===== src/hw/tcwr_defs.vh =====
// Purpose: Constants for the tuner control write register bank
// Assumes: Byte numbers follow the device's write byte order 2 to 13
// Notes:   Definitions only
`ifndef TCWR_DEFS_VH
`define TCWR_DEFS_VH
`define TCWR_RST_B2      8'h00
`define TCWR_RST_B3      8'h00
`define TCWR_RST_B4      8'h80
`define TCWR_RST_B5      8'h00
`define TCWR_RST_B6      8'hc0
`define TCWR_RST_B7      8'h20
`define TCWR_RST_B8      8'hdb
`define TCWR_RST_B9      8'h30
`define TCWR_RST_B10     8'he1
`define TCWR_RST_B11     8'h75
`define TCWR_RST_B12     8'hf0
`define TCWR_RST_B13     8'h28
`define TCWR_FIRST_BYTE  4'h2
`define TCWR_LAST_BYTE   4'hd
`define TCWR_B4_RFG      5
`define TCWR_B4_PRE_HI   4
`define TCWR_B4_PRE_LO   3
`define TCWR_B4_POST_HI  2
`define TCWR_B4_POST_LO  1
`define TCWR_B4_BYP      0
`define TCWR_PORT_BIT    7
`define TCWR_B5_PUMP_HI  6
`define TCWR_B5_PUMP_LO  5
`define TCWR_B5_REF_HI   4
`define TCWR_B6_RSW      3
`define TCWR_B7_BW_HI    6
`define TCWR_B7_BW_LO    1
`define TCWR_B13_PD      7
`define TCWR_B13_FR_HI   6
`define TCWR_B13_FR_LO   2
`define TCWR_B13_CLR     1
`define TCWR_B13_TL      0
`define TCWR_B2_RATIO_HI 6
`define TCWR_B5_BASE_HI  2
`define TCWR_B5_MUL_LO   3
`define TCWR_RST_RATIO   9'h002
`define TCWR_RST_BW      6'h10
`define TCWR_RST_FREF    5'h0a
`endif


===== src/hw/tcwr_bank.v =====
// Purpose: Write-only control register bank of a satellite tuner
// Assumes: A bus front end delivers whole acknowledged data bytes,
//          with a start pulse per write transfer
// Notes:   Outputs drive the analogue sections
//
// Overview of operation
// - Tuning ratio output is the 15-bit division word
// - Bit 5 of byte 4 boosts RF gain
// - Byte 4 bits 4:3 set prefilter gain
// - Byte 4 bits 2:1 set postfilter gain
// - Byte 4 bit 0 disables RF bypass
// - Port bits pull pins low when set
// - Power down bit or sleep pin shut analogue
// - Power down never alters register contents
// - Logic reset bit resets, then clears itself
// - Writing zero to reset bit does nothing
// - Logic reset restores bytes 7, 9-13 only
// - Pump current code 11 is never programmed; the bank does not block it, and byte 5 bits 6:5 pass through unchecked
// - Reference divider decodes base times multiplier
// - Resistor switch bit freezes chosen resistor
// - Bandwidth code 63 is never written; the bank does not block it, and byte 7 bits 6:1 pass through unchecked
// - LO test bit enables LO monitor pin
// - Comparison rate is crystal over reference ratio
// - First byte's leading bits select even byte pair
// - Bytes after the last register are ignored
`include "tcwr_defs.vh"
module tcwr_bank
(
  // Clock and reset
  input  wire        clk_i,
  input  wire        nrst_i,
  // Byte stream from the bus front end
  input  wire        xfer_start_i,
  input  wire        byte_valid_i,
  input  wire [7:0]  byte_data_i,
  // Hardware sleep pin, active high
  input  wire        sleep_i,
  // Synthesizer controls
  output reg  [14:0] synth_divide_ratio_o,
  output reg  [8:0]  pll_ref_ratio_o,
  output reg         pll_ref_illegal_o,
  output reg  [1:0]  pump_current_sel_o,
  // Gain and bypass
  output reg         rf_gain_boost_o,
  output reg  [1:0]  prefilter_gain_o,
  output reg  [1:0]  postfilter_gain_o,
  output reg         bypass_disable_o,
  // Filter controls
  output reg         resistor_switch_freeze_o,
  output reg  [5:0]  filter_bw_code_o,
  output reg  [4:0]  filter_ref_divider_o,
  // Power and test
  output reg         power_down_request_o,
  output reg         analog_shutdown_o,
  output reg         lo_monitor_enable_o,
  output reg         logic_reset_pulse_o,
  // Raw control data bytes 8 to 12
  output reg  [39:0] control_data_o,
  // Open-drain ports, enable low while driving low
  output wire        port_a_drive_o,
  output wire        port_a_oe_n_o,
  output wire        port_b_drive_o,
  output wire        port_b_oe_n_o
);

  // Register array, index is byte number
  reg [7:0] regs_reg [2:13];
  reg [7:0] regs_next [2:13];
  reg [3:0] ptr_reg;
  reg [3:0] ptr_next;
  reg       first_reg;
  reg       first_next;
  integer   i;
  integer   j;

  // Byte selected by the leading bits of the first data byte
  function [3:0] start_byte;
    input [7:0] d;
    begin
      if (!d[7])
        start_byte = 4'h2;
      else if (!d[6])
        start_byte = 4'h4;
      else
        start_byte = {1'b0, d[5:4], 1'b0} + 4'h6;
    end
  endfunction

  // Reset value of a byte
  function [7:0] rst_val;
    input [3:0] n;
    begin
      case (n)
        4'h2: rst_val = `TCWR_RST_B2;
        4'h3: rst_val = `TCWR_RST_B3;
        4'h4: rst_val = `TCWR_RST_B4;
        4'h5: rst_val = `TCWR_RST_B5;
        4'h6: rst_val = `TCWR_RST_B6;
        4'h7: rst_val = `TCWR_RST_B7;
        4'h8: rst_val = `TCWR_RST_B8;
        4'h9: rst_val = `TCWR_RST_B9;
        4'ha: rst_val = `TCWR_RST_B10;
        4'hb: rst_val = `TCWR_RST_B11;
        4'hc: rst_val = `TCWR_RST_B12;
        4'hd: rst_val = `TCWR_RST_B13;
        default: rst_val = 8'h00;
      endcase
    end
  endfunction

  // Bytes restored by the control logic reset
  function clr_hit;
    input [3:0] n;
    begin
      clr_hit = (n == 4'h7) || (n >= 4'h9 && n <= `TCWR_LAST_BYTE);
    end
  endfunction

  // Reference divide ratio: power-of-two base times 1, 1.25, 1.5, 1.75
  function [8:0] ref_ratio;
    input [4:0] r;
    reg   [8:0] base;
    begin
      base = 9'h002 << r[2:0];
      if (r[2:0] == 3'h0)
        ref_ratio = 9'h002;
      else
        ref_ratio = base + ((base >> 2) * {7'h00, r[4:3]});
    end
  endfunction

  // Write sequencing with pair addressing
  always @*
  begin
    ptr_next   = ptr_reg;
    first_next = first_reg;
    for (i = 2; i <= 13; i = i + 1)
      regs_next[i] = regs_reg[i];
    if (xfer_start_i)
    begin
      first_next = 1'b1;
    end
    else if (byte_valid_i)
    begin
      if (first_reg)
      begin
        regs_next[start_byte(byte_data_i)] = byte_data_i;
        ptr_next   = start_byte(byte_data_i) + 4'h1;
        first_next = 1'b0;
      end
      else if (ptr_reg <= `TCWR_LAST_BYTE && ptr_reg >= `TCWR_FIRST_BYTE)
      begin
        regs_next[ptr_reg] = byte_data_i;
        ptr_next = ptr_reg + 4'h1;
      end
      else
      begin
        ptr_next = 4'hf;
      end
    end
    // Logic reset: one-cycle pulse restores selected bytes, clearing itself
    if (regs_reg[13][`TCWR_B13_CLR])
    begin
      for (i = 2; i <= 13; i = i + 1)
        if (clr_hit(i[3:0]))
          regs_next[i] = rst_val(i[3:0]);
    end
  end

  always @(posedge clk_i or negedge nrst_i)
  begin
    if (!nrst_i)
    begin
      regs_reg[2]  <= `TCWR_RST_B2;
      regs_reg[3]  <= `TCWR_RST_B3;
      regs_reg[4]  <= `TCWR_RST_B4;
      regs_reg[5]  <= `TCWR_RST_B5;
      regs_reg[6]  <= `TCWR_RST_B6;
      regs_reg[7]  <= `TCWR_RST_B7;
      regs_reg[8]  <= `TCWR_RST_B8;
      regs_reg[9]  <= `TCWR_RST_B9;
      regs_reg[10] <= `TCWR_RST_B10;
      regs_reg[11] <= `TCWR_RST_B11;
      regs_reg[12] <= `TCWR_RST_B12;
      regs_reg[13] <= `TCWR_RST_B13;
      ptr_reg      <= 4'hf;
      first_reg    <= 1'b0;
    end
    else
    begin
      for (j = 2; j <= 13; j = j + 1)
        regs_reg[j] <= regs_next[j];
      ptr_reg   <= ptr_next;
      first_reg <= first_next;
    end
  end

  // Synthesizer fields, registered
  always @(posedge clk_i or negedge nrst_i)
  begin
    if (!nrst_i)
    begin
      synth_divide_ratio_o <= 15'h0000;
      pll_ref_ratio_o      <= `TCWR_RST_RATIO;
      pll_ref_illegal_o    <= 1'b0;
      pump_current_sel_o   <= 2'h0;
    end
    else
    begin
      synth_divide_ratio_o <= {regs_reg[2][`TCWR_B2_RATIO_HI:0], regs_reg[3]};
      pll_ref_ratio_o      <= ref_ratio(regs_reg[5][`TCWR_B5_REF_HI:0]);
      pll_ref_illegal_o    <= (regs_reg[5][`TCWR_B5_BASE_HI:0] == 3'h0) &&
                              (regs_reg[5][`TCWR_B5_REF_HI:`TCWR_B5_MUL_LO] != 2'h0);
      pump_current_sel_o   <= regs_reg[5][`TCWR_B5_PUMP_HI:`TCWR_B5_PUMP_LO];
    end
  end

  // Gain and bypass fields, registered
  always @(posedge clk_i or negedge nrst_i)
  begin
    if (!nrst_i)
    begin
      rf_gain_boost_o   <= 1'b0;
      prefilter_gain_o  <= 2'h0;
      postfilter_gain_o <= 2'h0;
      bypass_disable_o  <= 1'b0;
    end
    else
    begin
      rf_gain_boost_o   <= regs_reg[4][`TCWR_B4_RFG];
      prefilter_gain_o  <= regs_reg[4][`TCWR_B4_PRE_HI:`TCWR_B4_PRE_LO];
      postfilter_gain_o <= regs_reg[4][`TCWR_B4_POST_HI:`TCWR_B4_POST_LO];
      bypass_disable_o  <= regs_reg[4][`TCWR_B4_BYP];
    end
  end

  // Filter fields, registered
  always @(posedge clk_i or negedge nrst_i)
  begin
    if (!nrst_i)
    begin
      resistor_switch_freeze_o <= 1'b0;
      filter_bw_code_o         <= `TCWR_RST_BW;
      filter_ref_divider_o     <= `TCWR_RST_FREF;
    end
    else
    begin
      resistor_switch_freeze_o <= regs_reg[6][`TCWR_B6_RSW];
      filter_bw_code_o         <= regs_reg[7][`TCWR_B7_BW_HI:`TCWR_B7_BW_LO];
      filter_ref_divider_o     <= regs_reg[13][`TCWR_B13_FR_HI:`TCWR_B13_FR_LO];
    end
  end

  // Power and test fields, registered
  always @(posedge clk_i or negedge nrst_i)
  begin
    if (!nrst_i)
    begin
      power_down_request_o <= 1'b0;
      analog_shutdown_o    <= 1'b0;
      lo_monitor_enable_o  <= 1'b0;
      logic_reset_pulse_o  <= 1'b0;
    end
    else
    begin
      power_down_request_o <= regs_reg[13][`TCWR_B13_PD];
      analog_shutdown_o    <= regs_reg[13][`TCWR_B13_PD] | sleep_i;
      lo_monitor_enable_o  <= regs_reg[13][`TCWR_B13_TL];
      logic_reset_pulse_o  <= regs_reg[13][`TCWR_B13_CLR];
    end
  end

  // Raw control data bytes, registered, reset matches the bytes
  always @(posedge clk_i or negedge nrst_i)
  begin
    if (!nrst_i)
    begin
      control_data_o <= {`TCWR_RST_B8, `TCWR_RST_B9, `TCWR_RST_B10,
                         `TCWR_RST_B11, `TCWR_RST_B12};
    end
    else
    begin
      control_data_o <= {regs_reg[8], regs_reg[9], regs_reg[10],
                         regs_reg[11], regs_reg[12]};
    end
  end

  // Open-drain ports: driven low only when the bit is set
  assign port_a_drive_o = 1'b0;
  assign port_a_oe_n_o  = ~regs_reg[5][`TCWR_PORT_BIT];
  assign port_b_drive_o = 1'b0;
  assign port_b_oe_n_o  = ~regs_reg[7][`TCWR_PORT_BIT];

endmodule


===== config.mk =====
export PLATFORM = sky130hd
export DESIGN_NAME = tcwr_bank
export DESIGN_NICKNAME = d
export VERILOG_FILES = /design/src/hw/tcwr_bank.v
export VERILOG_INCLUDE_DIRS = /design/src /design/src/hw
export SDC_FILE = /design/constraint.sdc
export NUM_CORES = 1
export LEC_CHECK = 0
export BUFFER_PORTS_ARGS = -buffer_cell sky130_fd_sc_hd__buf_2
export CORE_ASPECT_RATIO = 1.75
export CORE_MARGIN = 1
export CORE_UTILIZATION = 29
export CTS_BUF_LIST = sky130_fd_sc_hd__clkbuf_8
export DETAILED_ROUTE_END_ITERATION = 8
export SYNTH_ARGS = -nofsm -noshare
export SYNTH_HDL_FRONTEND = slang
export SYNTH_SLANG_ARGS = --single-unit

===== constraint.sdc =====
create_clock -name clk_i -period 9.9 [get_ports clk_i]
set_clock_uncertainty 0.2 [all_clocks]
set_input_delay 1.98 -clock clk_i [delete_from_list [all_inputs] [get_ports clk_i]]
set_output_delay 1.98 -clock clk_i [all_outputs]
set_load 0.02 [all_outputs]

==> results of run 1 <==
==> power groups by stage <==
stage	clock [mW]	combinational (mW)	sequential, mW
2_1_floorplan	0	0.244	1.31
3_3_place_gp	0	0.582	1.21
4_1_cts	0.506	0.593	1.20
6_report	0.487	0.583	1.19
3_5_place_dp	0	0.592	1.21
5_1_grt	0.536	0.641	1.22
==> worst min path at each step <==
stage	slack (ns)	from	endpoint
2_1_floorplan	0.15	regs_reg[72]	bypass_disable_o
3_3_place_gp	0.15	regs_reg[43]	control_data_o[35]
3_5_place_dp	0.16	regs_reg[36]	control_data_o[28]
4_1_cts	0.16	regs_reg[29]	control_data_o[21]
5_1_grt	0.16	regs_reg[29]	control_data_o[21]
6_report	0.16	regs_reg[29]	control_data_o[21]
==> cells in the mapped netlist (9+ instances only) <==
cell,number
nand2_1,37
nor2_1,45
o21ai_0,11
dfstp_2,53
a21oi_1,22
and2_1,13
dfrtp_1,126
inv_1,13
ha_1,14
clkbuf_1,21
nor3_1,9
mux2i_1,22
mux2_2,37
==> cell families after synthesis <==
group | share of synthesized area [%]
buf+inv | 2.573
simple gates | 12.45
compound gates | 5.455
xor+xnor | 0.1269
mux | 9.224
other cells | 0.05432
fa+ha+maj | 4.277
flops | 65.84
==> metrics by stage <==
stage / worst slack (ns) / hold slack, ns
final: 6.018 / 0.1569
after global routing: 5.912 / 0.1595
after CTS: 6.035 / 0.1583
after detailed placement: 5.556 / 0.1559
after global placement: 5.611 / 0.1548
after floorplan: 5.954 / 0.1486
==> critical path, stage by stage <==
cell	delay, ns
buf_2	0.28
inv_1	0.13
ha_1	0.37
and4b_1	0.23
a22o_1	0.19
o211ai_1	0.46
mux2i_1	0.29
nor2_1	0.06
==> cell type report <==
type                    instances  share of cell area [%]
well taps                     304                   4.699
repair buffers                106                   6.724
inverters                      13                  0.6029
clock buffers                  17                   2.891
flip-flops and latches        179                   56.18
multi-input cells             305                   26.99
clock inverters                15                   1.917
==> per-layer routing <==
layer  global-route usage, %  up-vias  wire (µm)
met5                       0        -          0
met4                   6.193        0        366
met3                   2.566       20        495
met2                   23.16       85       8299
met1                   14.37     2082       5880
li1                        -     1973          -
==> impl_metrics.tcl, run 1 <==
set metrics [dict create \
    status "complete, no violations" \
    synth_area_leaders "dfrtp_1 46%, dfstp_2 20%, mux2_2 6.0%" \
    drtAntennaViolNets 0 \
    placed_cells 907 \
    post-cts-setup-buffers 0 \
    dr.pass1.iters 4 \
    track_usage_pct 12.83 \
    cp.arrival_ns 3.99 \
    n_antenna_cell 0 \
    worstPathRequired_ns 10.01 \
    mostFrequentLayoutCells "125 x dfrtp_1, 102 x buf_2, 53 x dfstp_2" \
    drive_above_1_share_pct 37.01 \
    first_global_vias 4086 \
    synth-seq-cells 179 \
    grt_start_max_net_pins 110 \
    setup.worst_path.class "in2reg" \
    seq_power_share_pct 52.6 \
    seq_area_frac_synth_pct 65.84 \
    synthDistinctLibCells 54 \
    gp_congestion 0.8012 \
    grt_pass1_wl_um 23250 \
    final_cells 939 \
    power.switching_mw 0.7663 \
    fmax_mhz 257.6 \
    cts_buffers 17 \
    rsz0062_at_grt "false" \
    core_um2 23330 \
    cts.hold.buffers_added 0 \
    hold_viol 0 \
    synth_ff_type "dfrtp_1" \
    synth_area_um2 6904 \
    post-route-util_pct 34.69 \
    antenna_found_initial 0 \
    insertion_delay_ns 0.45 \
    seq_area_um2 4547 \
    cp_max_fo 14 \
    clk_pin_slew_ns 0.09 \
    min_period_ns 3.882 \
    place_hpwl_um 10580 \
    routed_via_density 4.430 \
    multi_input_area_um2 2185 \
    r2r-end "pll_ref_ratio_o[8]" \
    vias 4160 \
    final_max_slew_viol_count 0 \
    min_path_cells 0 \
    cts_resized 0 \
    clockPowerShare_pct 21.6 \
    cts_max_level 4 \
    drt_wl_total_um 15040 \
    p_per_area_nw_per_um2 279.2 \
    endpoint "regs_reg[28]" \
    p_sw_share_pct 33.92 \
    intPower_mw 1.493 \
    drt_drc_violations_left 0 \
    wl_per_cell_um 16.02 \
    power_frac_comb_pct 25.8 \
    fin_nets 655 \
    final_cell_area_um2 8094 \
    worst_pin_slew_ns 1.007 \
    drv_cap 0 \
    ys_warn_count 0 \
    io-pin-count 106 \
    dieWidth_um 118.6 \
    avgSynthCellArea_um2 13.13 \
    synth_edf_count 0 \
    io_buffers 103 \
    die_area_um2 24450 \
    cts.sinks 179 \
    placementRows 74 \
    peakVddDrop_uv 94.41 \
    tns_ns 0 \
    setup_viol 0 \
    cts_buffer_depth 2 \
    syn_to_final_growth_pct 17.23 \
    yosysTopAreaCellShare_pct 45.67 \
    async_flop_share_pct 100.0 \
    final_common_cell "dfrtp_1" \
    clockRootBuffer "clkbuf_8" \
    place_area_um2 7705 \
    start_util_pct 29.59 \
    power_mw 2.260 \
    critPathCaptureType "flop" \
    p_leak_nw 3.956 \
    cts_tree "built" \
    hp-class "reg2reg" \
    finalCritPeriodShare_pct 39.21 \
    die_h_um 206.1 \
    fillers 2323 \
    largest_reg_flops 85 \
    drtIter0Drc 409 \
    rr_startpoint "regs_reg[66]" \
    worstSetupStartpoint "byte_data_i[4]" \
    yosys.area.top_type "dfrtp_1" \
    startpoint_type "input port" \
    ff2ff_path_depth 11 \
    gr-total-overflow 0 \
    synth_cells 526 \
    slew_headroom_pct 32.57 \
    rrSetupSlack_ns 6.52 \
]
No activity file was read; power rests on OpenSTA's default activity.
==> inputs of run 2 (changes only) <==
==> constraint.sdc (replaced) <==
create_clock -name clk_i -period 3.8 [get_ports clk_i]
set_clock_uncertainty 0.2 [all_clocks]
set_input_delay 0.76 -clock clk_i [delete_from_list [all_inputs] [get_ports clk_i]]
set_output_delay 0.76 -clock clk_i [all_outputs]
set_load 0.02 [all_outputs]
==> run 2 against run 1 <==
Against the previous run:
- sequential cell count is the same
- non-clock buffer count grew 4
- clock power grew to 2.7 times the previous value
- combinational power grew to 2.6 times the previous value
- die area is the same
- final cell count grew 0.43%
- critical path depth grew 3
- largest power group unchanged
- highest routed layer unchanged
==> impl_metrics.tcl, run 2 (synthesis gave the netlist of run 1 again) <==
set metrics [dict create \
    max_stage_delay_ns 0.49 \
    fmax_mhz 298.5 \
    hp-class "in2async" \
    clockRootBuffer "clkbuf_8" \
    syn_to_final_growth_pct 18.09 \
    final_common_cell "dfrtp_1" \
    io_buffers 103 \
    track_usage_pct 12.92 \
    clk_pin_slew_ns 0.10 \
    finalCritPeriodShare_pct 88.15 \
    clockPowerShare_pct 22.0 \
    cp_max_fo 12 \
    rsz0062_at_grt "false" \
    min_period_ns 3.350 \
    finalWorstSetupSlack_ns 0.4501 \
    cts_buffers 17 \
    power.switching_mw 2.050 \
    final_cells 943 \
    insertion_delay_ns 0.45 \
    post-route-util_pct 34.94 \
    power_frac_comb_pct 25.8 \
    final_max_slew_viol_count 0 \
    antenna_found_initial 1 \
    slew_headroom_pct 34.19 \
    drv_cap 0 \
    path_common_cell "fa_1" \
    drt_wl_total_um 15270 \
    first_global_vias 4232 \
    cts_max_level 4 \
    die_h_um 206.1 \
    setup.worst_path.class "reg2reg" \
    worstPathRequired_ns 3.98 \
    start_util_pct 29.59 \
    cts.sinks 179 \
    critPathCaptureType "flop" \
    n_antenna_cell 0 \
    cts_resized 0 \
    r2r-end "pll_ref_ratio_o[8]" \
    place_area_um2 7747 \
    seq_power_share_pct 52.2 \
    die_area_um2 24450 \
    ff2ff_path_depth 11 \
    mostFrequentLayoutCells "125 x dfrtp_1, 102 x buf_2, 53 x dfstp_2" \
    drive_above_1_share_pct 37.72 \
    crit_path_top_delay_cell "dfrtp_1" \
    rrSetupSlack_ns 0.45 \
    gr-total-overflow 0 \
    intPower_mw 3.873 \
    drt_drc_violations_left 0 \
    placed_cells 911 \
    drtIter0Drc 305 \
    worst_pin_slew_ns 0.9828 \
    p_leak_nw 3.984 \
    rr_startpoint "regs_reg[66]" \
    dr.pass1.iters 4 \
    gp_congestion 0.8043 \
    p_per_area_nw_per_um2 726.4 \
    p_sw_share_pct 34.61 \
    vias 4252 \
    drtAntennaViolNets 0 \
    fin_nets 659 \
    grt_start_max_net_pins 79 \
    hold_viol 0 \
    final_cell_area_um2 8153 \
    wl_per_cell_um 16.19 \
    holdWs_ns 0.1394 \
    cts_tree "built" \
    cts_buffer_depth 2 \
    post-cts-setup-buffers 0 \
    place_hpwl_um 10780 \
    placementRows 74 \
    routed_via_density 4.509 \
    placement.setup.worst_slack_ns 0.4763 \
    largest_reg_flops 85 \
    grt_pass1_wl_um 23580 \
    tns_ns 0 \
    fillers 2322 \
    io-pin-count 106 \
    power_mw 5.922 \
    cts.hold.buffers_added 0 \
    peakVddDrop_uv 220.6 \
    path_cells "nor3b_1 > and2_1 > fa_1 > ha_1 > inv_1 > fa_1 > nor2b_1 > o31a_1 > or4_1 > and3_1 > nor2_1" \
    status "complete, no violations" \
    core_um2 23330 \
    startpoint_type "flop" \
    dieWidth_um 118.6 \
    setup_viol 0 \
    cp.arrival_ns 3.53 \
]
-- run 2: worst max-delay path by stage --
stage                     cells past startpoint    startpoint            endpoint  slack, ns
after global placement                       11  regs_reg[66]  pll_ref_ratio_o[8]       0.55
after global routing                         11  regs_reg[66]  pll_ref_ratio_o[8]       0.19
final                                        11  regs_reg[66]  pll_ref_ratio_o[8]       0.45
after detailed placement                     11  regs_reg[66]  pll_ref_ratio_o[8]       0.48
after floorplan                              12  regs_reg[66]  pll_ref_ratio_o[8]       0.66
after CTS                                    11  regs_reg[66]  pll_ref_ratio_o[8]       0.45
-- run 2: metal layers --
| layer | routed length [µm] | GRT usage (%) | share of wire, % | vias up |
|---|---|---|---|---|
| li1 | - | - | - | 1974 |
| met1 | 5722 | 13.65 | 37 | 2180 |
| met2 | 8745 | 24.60 | 57 | 84 |
| met3 | 497 | 2.704 | 3.3 | 14 |
| met4 | 305 | 5.289 | 2.0 | 0 |
| met5 | 0 | 0 | 0 | - |
-- run 2: worst max-delay path, delay by kind of cell, from the launching register on --
kind	cells	cell delay (ns)
buffers and inverters	1	0.07
adders and majority gates	3	0.81
and+or+nand+nor	6	1.43
DFF	1	0.49
AOI/OAI and AO/OA	1	0.28
-- run 2: layout make-up --
cell class	count	area, µm²	area share [%]
tap	304	380.4	4.665
multi-input combinational	305	2185	26.80
clock inverter	14	157.7	1.934
clock buffer	18	247.7	3.039
inverter	13	48.80	0.5985
sequential	179	4547	55.77
timing repair buffer	110	586.8	7.198
-- run 2: power by group through the flow --
stage / logic, mW / clock network [mW] / registers, mW
2_1_floorplan: 0.636 / 0 / 3.41
3_3_place_gp: 1.53 / 0 / 3.13
3_5_place_dp: 1.56 / 0 / 3.14
4_1_cts: 1.56 / 1.36 / 3.11
5_1_grt: 1.67 / 1.42 / 3.17
6_report: 1.53 / 1.30 / 3.09
